[src/common/tim_pkg.sv]
`default_nettype none
package tim_pkg;
    localparam int CNT_W = 6;
    localparam int CLK_W = 10;
    localparam int BUS_W = 6;

    typedef enum logic [4:0] {
        OP_ZERO_FILL, OP_ARITH_COMPL, OP_COMPL_EXT, OP_INVERT,
        OP_DEC_NEGATE, OP_COND_SET, OP_PROBE_MARK, OP_CMP_ZERO,
        OP_SHIFT_ROTATE, OP_BIT_TOGGLE, OP_BIT_RESET, OP_BIT_SET, OP_BIT_PROBE,
        OP_COND_BRANCH, OP_ALWAYS_JUMP, OP_CALL_REL, OP_DEC_LOOP,
        OP_TRANSFER, OP_CALL_EA, OP_LOAD_EA, OP_PUSH_EA,
        OP_MULTI_LOAD, OP_MULTI_STORE,
        OP_ADD_EXT, OP_SUB_EXT, OP_PAIR_CMP, OP_DEC_ADD, OP_DEC_SUB
    } op_t;

    typedef enum logic [2:0] {
        EA_IND, EA_POSTINC, EA_PREDEC, EA_DISP, EA_ABSL
    } ea_t;

    typedef struct packed {
        op_t op;
        logic long_sz;
        logic mem;
        logic static_bit;
        logic cond;
        logic word_disp;
        logic expired;
        ea_t ea;
        logic [CNT_W-1:0] n;
        logic [CNT_W-1:0] ea_clk;
        logic [2:0] ea_rd;
        logic [2:0] ea_wr;
    } req_t;

    typedef struct packed {
        logic ok;
        logic [CLK_W-1:0] clk;
        logic [BUS_W-1:0] rd;
        logic [BUS_W-1:0] wr;
    } cost_t;

    localparam logic [CLK_W-1:0] T1 = 10'h001;
    localparam logic [CLK_W-1:0] T4 = 10'h004;
    localparam logic [CLK_W-1:0] T6 = 10'h006;
    localparam logic [CLK_W-1:0] T8 = 10'h008;
    localparam logic [CLK_W-1:0] T10 = 10'h00a;
    localparam logic [CLK_W-1:0] T12 = 10'h00c;
    localparam logic [CLK_W-1:0] T14 = 10'h00e;
    localparam logic [CLK_W-1:0] T16 = 10'h010;
    localparam logic [CLK_W-1:0] T18 = 10'h012;
    localparam logic [CLK_W-1:0] T20 = 10'h014;
    localparam logic [CLK_W-1:0] T30 = 10'h01e;
    localparam logic [CLK_W-1:0] STEP2 = 10'h002;
    localparam logic [BUS_W-1:0] B0 = 6'h00;
    localparam logic [BUS_W-1:0] B1 = 6'h01;
    localparam logic [BUS_W-1:0] B2 = 6'h02;
    localparam logic [BUS_W-1:0] B3 = 6'h03;
    localparam logic [BUS_W-1:0] B4 = 6'h04;
    localparam logic [BUS_W-1:0] B5 = 6'h05;
    localparam logic [1:0] SLOT_FIRST = 2'h0;
    localparam logic [1:0] SLOT_STEP = 2'h1;
endpackage : tim_pkg
`default_nettype wire

[src/logic/cpu_instr_timing.sv]
`default_nettype none
module cpu_instr_timing (
    input wire logic CLK_I,
    input wire logic RESETN_I,
    input wire logic REQ_VALID_I,
    input wire tim_pkg::req_t REQ_I,
    output logic REQ_READY_O,
    output logic BUSY_O,
    output logic RD_CYCLE_O,
    output logic WR_CYCLE_O,
    output logic DONE_O,
    output logic ERR_O,
    output tim_pkg::cost_t COST_O
);
    localparam int CW = tim_pkg::CLK_W;
    localparam int BW = tim_pkg::BUS_W;

    function automatic tim_pkg::cost_t mk(input logic [CW-1:0] clk,
                                          input logic [BW-1:0] rd,
                                          input logic [BW-1:0] wr);
        tim_pkg::cost_t c;
        c.ok = 1'b1;
        c.clk = clk;
        c.rd = rd;
        c.wr = wr;
        return c;
    endfunction : mk

    function automatic tim_pkg::cost_t entry_cost(input tim_pkg::req_t q);
        tim_pkg::cost_t c;
        logic add_ea;
        logic [CW-1:0] n_clk;
        logic [BW-1:0] n_bus;
        logic [CW-1:0] step_c;
        logic [BW-1:0] step_b;
        c = '0;
        add_ea = 1'b0;
        n_clk = CW'(q.n);
        n_bus = BW'(q.n);
        step_c = q.long_sz ? tim_pkg::T8 : tim_pkg::T4;
        step_b = q.long_sz ? tim_pkg::B2 : tim_pkg::B1;
        case (q.op)
            tim_pkg::OP_ZERO_FILL, tim_pkg::OP_ARITH_COMPL,
            tim_pkg::OP_COMPL_EXT, tim_pkg::OP_INVERT: begin
                if (!q.mem) begin
                    c = mk(q.long_sz ? tim_pkg::T6 : tim_pkg::T4, tim_pkg::B1, tim_pkg::B0);
                end else if (q.long_sz) begin
                    c = mk(tim_pkg::T12, tim_pkg::B1, tim_pkg::B2);
                end else begin
                    c = mk(tim_pkg::T8, tim_pkg::B1, tim_pkg::B1);
                end
                add_ea = q.mem;
            end
            tim_pkg::OP_DEC_NEGATE: begin
                c = q.mem ? mk(tim_pkg::T8, tim_pkg::B1, tim_pkg::B1)
                          : mk(tim_pkg::T6, tim_pkg::B1, tim_pkg::B0);
                add_ea = q.mem;
            end
            tim_pkg::OP_COND_SET: begin
                if (q.mem) begin
                    c = mk(tim_pkg::T8, tim_pkg::B1, tim_pkg::B1);
                end else begin
                    c = mk(q.cond ? tim_pkg::T6 : tim_pkg::T4, tim_pkg::B1, tim_pkg::B0);
                end
                add_ea = q.mem;
            end
            tim_pkg::OP_PROBE_MARK: begin
                c = q.mem ? mk(tim_pkg::T10, tim_pkg::B1, tim_pkg::B1)
                          : mk(tim_pkg::T4, tim_pkg::B1, tim_pkg::B0);
                add_ea = q.mem;
            end
            tim_pkg::OP_CMP_ZERO: begin
                c = mk(tim_pkg::T4, tim_pkg::B1, tim_pkg::B0);
                add_ea = q.mem;
            end
            tim_pkg::OP_SHIFT_ROTATE: begin
                if (!q.mem) begin
                    c = mk((q.long_sz ? tim_pkg::T8 : tim_pkg::T6) + n_clk * tim_pkg::STEP2,
                           tim_pkg::B1, tim_pkg::B0);
                end else if (!q.long_sz) begin
                    c = mk(tim_pkg::T8, tim_pkg::B1, tim_pkg::B1);
                end
                add_ea = q.mem;
            end
            tim_pkg::OP_BIT_TOGGLE, tim_pkg::OP_BIT_SET, tim_pkg::OP_BIT_RESET: begin
                if (q.mem) begin
                    c = q.static_bit ? mk(tim_pkg::T12, tim_pkg::B2, tim_pkg::B1)
                                     : mk(tim_pkg::T8, tim_pkg::B1, tim_pkg::B1);
                end else begin
                    c = mk(q.op == tim_pkg::OP_BIT_RESET ? tim_pkg::T10 : tim_pkg::T8,
                           tim_pkg::B1, tim_pkg::B0);
                    if (q.static_bit) begin
                        c.clk = c.clk + tim_pkg::T4;
                        c.rd = c.rd + tim_pkg::B1;
                    end
                end
                add_ea = q.mem;
            end
            tim_pkg::OP_BIT_PROBE: begin
                if (q.mem) begin
                    c = q.static_bit ? mk(tim_pkg::T8, tim_pkg::B2, tim_pkg::B0)
                                     : mk(tim_pkg::T4, tim_pkg::B1, tim_pkg::B0);
                end else begin
                    c = q.static_bit ? mk(tim_pkg::T10, tim_pkg::B2, tim_pkg::B0)
                                     : mk(tim_pkg::T6, tim_pkg::B1, tim_pkg::B0);
                end
                add_ea = q.mem;
            end
            tim_pkg::OP_COND_BRANCH: begin
                if (q.cond) begin
                    c = mk(tim_pkg::T10, tim_pkg::B2, tim_pkg::B0);
                end else if (q.word_disp) begin
                    c = mk(tim_pkg::T12, tim_pkg::B2, tim_pkg::B0);
                end else begin
                    c = mk(tim_pkg::T8, tim_pkg::B1, tim_pkg::B0);
                end
            end
            tim_pkg::OP_ALWAYS_JUMP: c = mk(tim_pkg::T10, tim_pkg::B2, tim_pkg::B0);
            tim_pkg::OP_CALL_REL: c = mk(tim_pkg::T18, tim_pkg::B2, tim_pkg::B2);
            tim_pkg::OP_DEC_LOOP: begin
                if (q.cond) begin
                    c = mk(tim_pkg::T12, tim_pkg::B2, tim_pkg::B0);
                end else if (q.expired) begin
                    c = mk(tim_pkg::T14, tim_pkg::B3, tim_pkg::B0);
                end else begin
                    c = mk(tim_pkg::T10, tim_pkg::B2, tim_pkg::B0);
                end
            end
            tim_pkg::OP_TRANSFER, tim_pkg::OP_CALL_EA: begin
                case (q.ea)
                    tim_pkg::EA_IND: c = mk(tim_pkg::T8, tim_pkg::B2, tim_pkg::B0);
                    tim_pkg::EA_DISP: c = mk(tim_pkg::T10, tim_pkg::B2, tim_pkg::B0);
                    tim_pkg::EA_ABSL: c = mk(tim_pkg::T12, tim_pkg::B3, tim_pkg::B0);
                    default: c = '0;
                endcase
                if (c.ok && q.op == tim_pkg::OP_CALL_EA) begin
                    c.clk = c.clk + tim_pkg::T8;
                    c.wr = tim_pkg::B2;
                end
            end
            tim_pkg::OP_LOAD_EA, tim_pkg::OP_PUSH_EA: begin
                case (q.ea)
                    tim_pkg::EA_IND: c = mk(tim_pkg::T4, tim_pkg::B1, tim_pkg::B0);
                    tim_pkg::EA_DISP: c = mk(tim_pkg::T8, tim_pkg::B2, tim_pkg::B0);
                    tim_pkg::EA_ABSL: c = mk(tim_pkg::T12, tim_pkg::B3, tim_pkg::B0);
                    default: c = '0;
                endcase
                if (c.ok && q.op == tim_pkg::OP_PUSH_EA) begin
                    c.clk = c.clk + tim_pkg::T8;
                    c.wr = tim_pkg::B2;
                end
            end
            tim_pkg::OP_MULTI_LOAD: begin
                case (q.ea)
                    tim_pkg::EA_IND, tim_pkg::EA_POSTINC:
                        c = mk(tim_pkg::T12 + n_clk * step_c,
                               tim_pkg::B3 + n_bus * step_b, tim_pkg::B0);
                    tim_pkg::EA_DISP:
                        c = mk(tim_pkg::T16 + n_clk * step_c,
                               tim_pkg::B4 + n_bus * step_b, tim_pkg::B0);
                    tim_pkg::EA_ABSL:
                        c = mk(tim_pkg::T20 + n_clk * step_c,
                               tim_pkg::B5 + n_bus * step_b, tim_pkg::B0);
                    default: c = '0;
                endcase
            end
            tim_pkg::OP_MULTI_STORE: begin
                case (q.ea)
                    tim_pkg::EA_IND, tim_pkg::EA_PREDEC:
                        c = mk(tim_pkg::T8 + n_clk * step_c, tim_pkg::B2, n_bus * step_b);
                    tim_pkg::EA_DISP:
                        c = mk(tim_pkg::T12 + n_clk * step_c, tim_pkg::B3, n_bus * step_b);
                    tim_pkg::EA_ABSL:
                        c = mk(tim_pkg::T16 + n_clk * step_c, tim_pkg::B4, n_bus * step_b);
                    default: c = '0;
                endcase
            end
            tim_pkg::OP_ADD_EXT, tim_pkg::OP_SUB_EXT: begin
                if (!q.mem) begin
                    c = mk(q.long_sz ? tim_pkg::T8 : tim_pkg::T4, tim_pkg::B1, tim_pkg::B0);
                end else if (q.long_sz) begin
                    c = mk(tim_pkg::T30, tim_pkg::B5, tim_pkg::B2);
                end else begin
                    c = mk(tim_pkg::T18, tim_pkg::B3, tim_pkg::B1);
                end
            end
            tim_pkg::OP_PAIR_CMP: begin
                if (q.mem) begin
                    c = q.long_sz ? mk(tim_pkg::T20, tim_pkg::B5, tim_pkg::B0)
                                  : mk(tim_pkg::T12, tim_pkg::B3, tim_pkg::B0);
                end
            end
            tim_pkg::OP_DEC_ADD, tim_pkg::OP_DEC_SUB: begin
                c = q.mem ? mk(tim_pkg::T18, tim_pkg::B3, tim_pkg::B1)
                          : mk(tim_pkg::T6, tim_pkg::B1, tim_pkg::B0);
            end
            default: c = '0;
        endcase
        if (add_ea && c.ok) begin
            c.clk = c.clk + CW'(q.ea_clk);
            c.rd = c.rd + BW'(q.ea_rd);
            c.wr = c.wr + BW'(q.ea_wr);
        end
        return c;
    endfunction : entry_cost

    tim_pkg::cost_t req_cost;
    tim_pkg::cost_t cost_reg;
    logic busy_reg;
    logic [CW-1:0] clk_left_reg;
    logic [BW-1:0] rd_left_reg;
    logic [BW-1:0] wr_left_reg;
    logic [1:0] slot_reg;
    logic rd_pulse_reg;
    logic wr_pulse_reg;
    logic done_reg;
    logic err_reg;
    logic accept;
    logic slot_start;
    logic rd_issue;
    logic wr_issue;
    logic last;

    assign req_cost = entry_cost(REQ_I);
    assign accept = REQ_VALID_I && !busy_reg;
    assign slot_start = busy_reg && slot_reg == tim_pkg::SLOT_FIRST;
    assign rd_issue = slot_start && rd_left_reg != tim_pkg::B0;
    assign wr_issue = slot_start && rd_left_reg == tim_pkg::B0 && wr_left_reg != tim_pkg::B0;
    assign last = busy_reg && clk_left_reg == tim_pkg::T1;

    always_ff @(posedge CLK_I) begin
        if (!RESETN_I) begin
            busy_reg <= 1'b0;
        end else if (accept && req_cost.ok) begin
            busy_reg <= 1'b1;
        end else if (last) begin
            busy_reg <= 1'b0;
        end
    end

    always_ff @(posedge CLK_I) begin
        if (!RESETN_I) begin
            clk_left_reg <= '0;
            rd_left_reg <= '0;
            wr_left_reg <= '0;
            slot_reg <= tim_pkg::SLOT_FIRST;
        end else if (accept && req_cost.ok) begin
            clk_left_reg <= req_cost.clk;
            rd_left_reg <= req_cost.rd;
            wr_left_reg <= req_cost.wr;
            slot_reg <= tim_pkg::SLOT_FIRST;
        end else if (busy_reg) begin
            clk_left_reg <= clk_left_reg - tim_pkg::T1;
            slot_reg <= slot_reg + tim_pkg::SLOT_STEP;
            if (rd_issue) begin
                rd_left_reg <= rd_left_reg - tim_pkg::B1;
            end
            if (wr_issue) begin
                wr_left_reg <= wr_left_reg - tim_pkg::B1;
            end
        end
    end

    always_ff @(posedge CLK_I) begin
        if (!RESETN_I) begin
            rd_pulse_reg <= 1'b0;
            wr_pulse_reg <= 1'b0;
            done_reg <= 1'b0;
            err_reg <= 1'b0;
        end else begin
            rd_pulse_reg <= rd_issue;
            wr_pulse_reg <= wr_issue;
            done_reg <= last;
            err_reg <= accept && !req_cost.ok;
        end
    end

    always_ff @(posedge CLK_I) begin
        if (!RESETN_I) begin
            cost_reg <= '0;
        end else if (accept && req_cost.ok) begin
            cost_reg <= req_cost;
        end
    end

    assign REQ_READY_O = !busy_reg;
    assign BUSY_O = busy_reg;
    assign RD_CYCLE_O = rd_pulse_reg;
    assign WR_CYCLE_O = wr_pulse_reg;
    assign DONE_O = done_reg;
    assign ERR_O = err_reg;
    assign COST_O = cost_reg;

    // Helper counters seen only by the checks below.
    logic [CW-1:0] run_cnt;
    logic [BW-1:0] rd_seen;
    logic [BW-1:0] wr_seen;
    always_ff @(posedge CLK_I) begin
        if (!RESETN_I || accept) begin
            run_cnt <= '0;
            rd_seen <= '0;
            wr_seen <= '0;
        end else if (busy_reg) begin
            run_cnt <= run_cnt + tim_pkg::T1;
            rd_seen <= rd_seen + BW'(rd_issue);
            wr_seen <= wr_seen + BW'(wr_issue);
        end
    end
endmodule : cpu_instr_timing
`default_nettype wire

[config.mk]
export PLATFORM = sky130hd
export DESIGN_NAME = cpu_instr_timing
export DESIGN_NICKNAME = d
export VERILOG_FILES = /design/src/common/tim_pkg.sv /design/src/logic/cpu_instr_timing.sv
export SDC_FILE = /design/constraint.sdc
export NUM_CORES = 1
export LEC_CHECK = 0
export BUFFER_PORTS_ARGS = -buffer_cell sky130_fd_sc_hd__buf_2
export CAP_MARGIN = 10
export CORE_ASPECT_RATIO = 0.8
export CORE_MARGIN = 2
export CORE_UTILIZATION = 41
export CTS_CLUSTER_SIZE = 25
export DETAILED_ROUTE_END_ITERATION = 6
export PLACE_DENSITY = 0.64
export SYNTH_ARGS = -nofsm -noshare
export SYNTH_HDL_FRONTEND = slang
export SYNTH_SLANG_ARGS = --single-unit
export TNS_END_PERCENT = 20
[constraint.sdc]
create_clock -name CLK_I -period 10.5 [get_ports CLK_I]
set_input_delay 0.525 -clock CLK_I [delete_from_list [all_inputs] [get_ports CLK_I]]
set_output_delay 0.525 -clock CLK_I [all_outputs]
set_load 0.01 [all_outputs]
; ---- Word level (Yosys, flattened, before mapping)
; Index checks and enable logic that the tools add are counted.
[classes]
n_addsub = 18
mul = 2
eq_ne = 32
n_mux = 51
bitwise_logic = 1
reduce_logical = 35
[ops]
columns = cell, n
row1 = case mux 23 bit (19 select lines), 1
row2 = case mux 23 bit (3 select lines), 4
row3 = two-way mux 16 bit, 8
row4 = two-way mux 23 bit, 5
row5 = two-way mux 15 bit, 6
row6 = two-way mux 17 bit, 4
row7 = "== test 5 bit, second input constant", 12
row8 = two-way mux 6 bit, 8
row9 = "== test 5 x 4 -> 1 bit, second input constant", 8
row10 = two-way mux 10 bit, 4
row11 = two-way mux 22 bit, 1
row12 = "adder 10 x 4 -> 10 bit, second input constant", 2
row13 = "adder 4 x 10 -> 10 bit, first input constant", 2
row14 = "adder 5 x 10 -> 10 bit, first input constant", 2
row15 = "== test 5 x 3 -> 1 bit, second input constant", 4
row16 = OR reduction 2 bit, 7
row17 = OR reduction 13 bit, 1
row18 = "adder 3 x 6 -> 6 bit, first input constant", 2
row19 = adder 6 x 3 -> 6 bit, 2
row20 = nonzero test 6 bit, 2
row21 = "subtractor 6 x 1 -> 6 bit, second input constant", 2
row22 = logical AND 1 bit, 11
row23 = two-way mux 11 bit, 1
row24 = adder 10 x 6 -> 10 bit, 1
row25 = other kinds (26), 39
[word_totals]
regBits = 52
input_bits = 35
word_cells = 152

; ---- Longest topological paths before layout
[logic_depth]
word_depth = 9
ltp_mapped = 18

; ---- Worst setup path after synthesis
; Ideal clock, no wire load.
[synth_path]
path_type = input to register
startpoint = input port REQ_I[26] in the netlist's numbering
endpoint = register clk_left_reg[6]
setup_ns = 0.116
arrival_time_ns = 3.989
required_ns = 10.384
setup_slack_ns = 6.396
path_stages = 18
n_path_buf = 2
path_cell_list = buf_2 -> inv_1 -> ha_1 -> and2_1 -> fa_1 -> buf_2 -> inv_1 -> ha_1 -> a211oi_1 -> nor2_1 -> a2111oi_0 -> nand4_1 -> ha_1 -> nor2b_1 -> o21a_1 -> o21ai_1 -> nand4_1 -> and3_1
[synth_between]
elab_chain_len = 8
word_cells_on_any_way = 26
classes_between = add/sub (6) / mul (1) / mux (16) / reduce/logical (3)
[synth_rtl]
columns = item, line_no
row1 = from (decl), cpu_instr_timing.sv:6  ; input wire tim_pkg::req_t REQ_I,
row2 = two-way mux 4 bit, "cpu_instr_timing.sv:40, cpu_instr_timing.sv:180"
row3 = multiplier 6 x 10 -> 10 bit, --
row4 = "adder 5 x 10 -> 10 bit, or another cell as far along", "cpu_instr_timing.sv:159, cpu_instr_timing.sv:174"
row5 = case mux 23 bit (3 select lines) (on tied branches), "cpu_instr_timing.sv:168, cpu_instr_timing.sv:154"
row6 = case mux 23 bit (19 select lines) *, cpu_instr_timing.sv:42  ; case (q.op)
row7 = adder 10 x 6 -> 10 bit, cpu_instr_timing.sv:200  ; c.clk = c.clk + CW'(q.ea_clk);
row8 = two-way mux 22 bit, cpu_instr_timing.sv:199  ; if (add_ea && c.ok) begin
row9 = two-way mux 10 bit, cpu_instr_timing.sv:247  ; end else if (accept && req_cost.ok) begin
row10 = to (signal assigned), cpu_instr_timing.sv:248  ; clk_left_reg <= req_cost.clk;
row11 = to (signal assigned), cpu_instr_timing.sv:253  ; clk_left_reg <= clk_left_reg - tim_pkg::T1;
row12 = to (decl), cpu_instr_timing.sv:210  ; logic [CW-1:0] clk_left_reg;
; Every way passes the cells marked *; elsewhere a longest branch is shown, timed or not.
; A chain may end at the register's enable or synchronous reset.

; ---- Worst setup path after layout
; Ends and elaborated chain as after synthesis.

==> results.txt <==
The internal cell power is 0.4446 mW. The register-to-register setup slack came out at 8.12 ns. In the routed design, unresolved DRC markers number 0. In this run, the number of DRC markers left after iteration 0 of detailed routing was 632. The share of the core filled with cells in the final layout came out at 45.54%. The final standard cell area without fillers is 6150 um^2. The top fanout value on the critical path is 17.

Net switching is 36.70% of the power. The count of cells resized by post-cts repair is 0. The effective utilization at floorplan is 41.85%.

After global routing, the most crowded layer is met2. The startpoint type of the worst setup path is an input port. The complex-gate fraction of the synthesized area came out at 27.64%.

Sequential cells were found to cover 18.42% of the synthesized design area. The clock latency reported for the late side of the worst-skew pair is 0.29 ns. The total CTS buffers came out at 5. The count of max-cap constraint violations is 0. The die covers 14740 um^2. The final max-slew violation count is 0. The number of flip-flops in the largest register is 23. The library cell used most frequently in the layout, excluding fill and tap cells, is sky130_fd_sc_hd__buf_2. The final layout contains 856 nets. Measured against the total synthesized area, the mux share comes to 1.949%. The global-route track usage on met1 is 33.43%. The post-synthesis cell count came out at 732.

Setup repair after global routing left no endpoint under its margin. The clock tree from TritonCTS is yes. The power density over the cells is 114.2 nW/um^2. The number of detailed-routing iterations run before antenna repair came out at 5. The depth of the CTS H-tree is 2. The fraction of registers with async set or reset after synthesis came out at 0%. The boundary pin count came out at 64. The placed instances occupy a cell area of 5972 um^2. The final setup violation count came out at 0. After synthesis, the largest family of logic cells by area is compound AO/OA/AOI/OAI gates. Based on the critical path, the design can be clocked at up to 0.2127 GHz. Leaving out fill and tap cells, the most frequent cells in the layout are 63 x sky130_fd_sc_hd__buf_2, 59 x sky130_fd_sc_hd__nand2_1, 53 x sky130_fd_sc_hd__a21oi_1. The final-layout setup total negative slack came out at 0 ns. The count of different cell masters after synthesis is 86. After clock tree synthesis, the setup repair step added 0 buffers. The clock period minus final worst setup slack is 4.702 ns. The critical path in this run is classified as in -> reg. The switching power came out at 0.2578 mW. The via count of the first global-routing pass came out at 5299. The region available for standard cell placement spans 13500 um^2.

The analysis attributes to cell leakage a power of 2.544 nW. In the synthesized netlist the dominant register cell turns out to be sky130_fd_sc_hd__dfxtp_1. The headroom to the max-slew limit is 26.77%. The met2 routing resource usage after global routing is 35.24%.

The average wire per standard cell came out at 18.30 um. The combinational fraction of design power is 39.4%. The y dimension of the die is 109 um.

The class of the worst hold path is reg -> reg. The final HPWL from detailed placement came out at 13.11 mm. The layout has 1403 filler cells. The pin count of the biggest net entering global routing came out at 42. The count of antenna diodes in the layout came out at 0. The global-route usage over all layers is 23.13%. The share of total power in sequential cells came out at 33.2%. The maximum count of clock buffers along a single path came out at 2. The flow ran to the end, and the final reports show no timing, DRC or antenna violations. The number of buffer cells added on primary ports is 63. The number of hold violations in the final report is 0. In this run, the clock network consumes 27.4% of the power.

The via count normalized by instance count is 6.065. The global-route wire length before repair is 27.33 mm. The area growth from synthesis to layout is 8.835%. The fraction of synthesized cell area in xor and xnor cells came out at 6.820%. The total number of placement rows came out at 38. In the global route stage, met3 resource usage came out at 5.067%.

The count of state elements after synthesis is 52. The total number of vias is 5719. The mean instance size in the synthesized netlist is 7.719 um^2.

The number of antenna violations at the first check in global routing came out at 0. The slew at the pin closest to its max-slew limit is 1.098 ns. The number of flops mapped to enable cells by yosys is 0. The final global-route overflow total came out at 0. The area share of fa/ha/maj cells after synthesis is 13.99%. The maximum clock skew at final layout is 0.005952 ns. The worst voltage drop across the vdd grid came out at 0.07076 mV. For the worst setup path, the data arrival time is 4.89 ns.

The number of antenna-violating nets in the routed design is 0. The final cycle utilization of the critical path came out at 44.79%. The clock root buffer is sky130_fd_sc_hd__clkbuf_16. Of the total synthesized cell area, the portion taken by AND, OR, NAND and NOR gates is 23.91%. The hold buffer count at CTS is 0. The clock-pin slew of the registers on the worst-case setup and hold paths came out at 0.07 ns.

The routability congestion estimate came out at 0.9199. STA classifies the critical path endpoint as a flop. The count of clock tree sinks is 52. Wires add up to 17.26 mm. The data required time at the worst endpoint came out at 10.68 ns.

The floorplan die width came out at 135.3 um. In the final layout, the share of cells above drive strength 1 is 13.37%. During synthesis, Yosys emitted a total of 0 warnings. The cell area after synthesis came out at 5650 um^2.
[stage by stage]
step,std cells,power (mW),worst slack (ns),hold WS (ns)
after detailed placement,935,0.5093,5.519,0.4469
final,943,0.7024,5.798,0.4547
after global routing,943,0.7451,5.404,0.4756
after floorplan,733,0.4432,6.396,0.4604
after global placement,935,0.5057,5.734,0.4394
after CTS,943,0.7012,5.803,0.4567
[Yosys cell counts, types with 10 or more instances]
library cell	count	area (um^2)
sky130_fd_sc_hd__o21ai_0	32	160.2
sky130_fd_sc_hd__inv_1	43	161.4
sky130_fd_sc_hd__dfxtp_1	52	1041
sky130_fd_sc_hd__a211oi_1	10	75.07
sky130_fd_sc_hd__a21oi_1	53	265.3
sky130_fd_sc_hd__nand4_1	11	68.82
sky130_fd_sc_hd__ha_1	52	650.6
sky130_fd_sc_hd__nor2_1	52	195.2
sky130_fd_sc_hd__o21ai_1	11	55.05
sky130_fd_sc_hd__xnor2_1	30	262.8
sky130_fd_sc_hd__o22ai_1	10	62.56
sky130_fd_sc_hd__nand2_1	59	221.5
sky130_fd_sc_hd__clkbuf_1	16	60.06
sky130_fd_sc_hd__xor2_1	14	122.6
sky130_fd_sc_hd__nor2b_1	13	81.33
sky130_fd_sc_hd__and3_1	12	75.07
sky130_fd_sc_hd__nor3_1	25	125.1
sky130_fd_sc_hd__nand2b_1	11	68.82
sky130_fd_sc_hd__nand3_1	20	100.1
sky130_fd_sc_hd__buf_2	13	65.06
[metal layers]
layer	share of wire [%]	up-vias	wire length [um]
met5	0	-	0
met4	2.0	0	345
met3	7.9	33	1355
met2	42	223	7311
met1	48	2730	8244
li1	-	2733	-
[area by class of cell]
type,count,area [um^2],area share [%]
Timing Repair Buffer,65,330.3,5.371
Sequential cell,52,1041,16.93
Inverter,45,168.9,2.747
Tap cell,180,225.2,3.662
Clock buffer,6,138.9,2.258
Multi-Input combinational cell,593,4207,68.40
Clock inverter,2,38.79,0.6307
[logic make-up after synthesis]
kind of cell,after synthesis
AND/OR/NAND/NOR,257
AO/OA/AOI/OAI,221
buffers and inverters,88
adder cells (fa/ha/maj),59
flip-flops,52
XOR/XNOR,44
multiplexers,10
other,1
[power groups by stage]
| stage | logic (mW) | registers, mW | clock network [mW] |
|---|---|---|---|
| floorplan | 0.207 | 0.237 | 0 |
| global placement | 0.269 | 0.237 | 0 |
| detailed placement | 0.272 | 0.237 | 0 |
| CTS | 0.274 | 0.233 | 0.194 |
| global route | 0.307 | 0.236 | 0.203 |
| finish | 0.277 | 0.233 | 0.192 |
[critical path, cell delays in order]
cell                        delay [ns]
sky130_fd_sc_hd__buf_2            0.32
sky130_fd_sc_hd__inv_1            0.20
sky130_fd_sc_hd__ha_1             0.26
sky130_fd_sc_hd__and2_1           0.19
sky130_fd_sc_hd__fa_1             0.88
sky130_fd_sc_hd__inv_1            0.21
sky130_fd_sc_hd__ha_1             0.25
sky130_fd_sc_hd__a211oi_1         0.19
sky130_fd_sc_hd__nor2_1           0.07
sky130_fd_sc_hd__a2111oi_0        0.41
sky130_fd_sc_hd__nand4_1          0.22
sky130_fd_sc_hd__ha_1             0.36
sky130_fd_sc_hd__nor2b_1          0.15
sky130_fd_sc_hd__o21a_1           0.17
sky130_fd_sc_hd__o21ai_1          0.11
sky130_fd_sc_hd__nand4_1          0.13
sky130_fd_sc_hd__and3_1           0.23
[worst paths after layout]
kind,from,endpoint,cells past startpoint
worst max-delay path,REQ_I[26],clk_left_reg[6],17
worst min-delay path,COST_O[13],COST_O[13],2
worst max register to register,BUSY_O,clk_left_reg[7],4
worst min register to register,COST_O[13],COST_O[13],2
(Power assumes the default switching activity.)
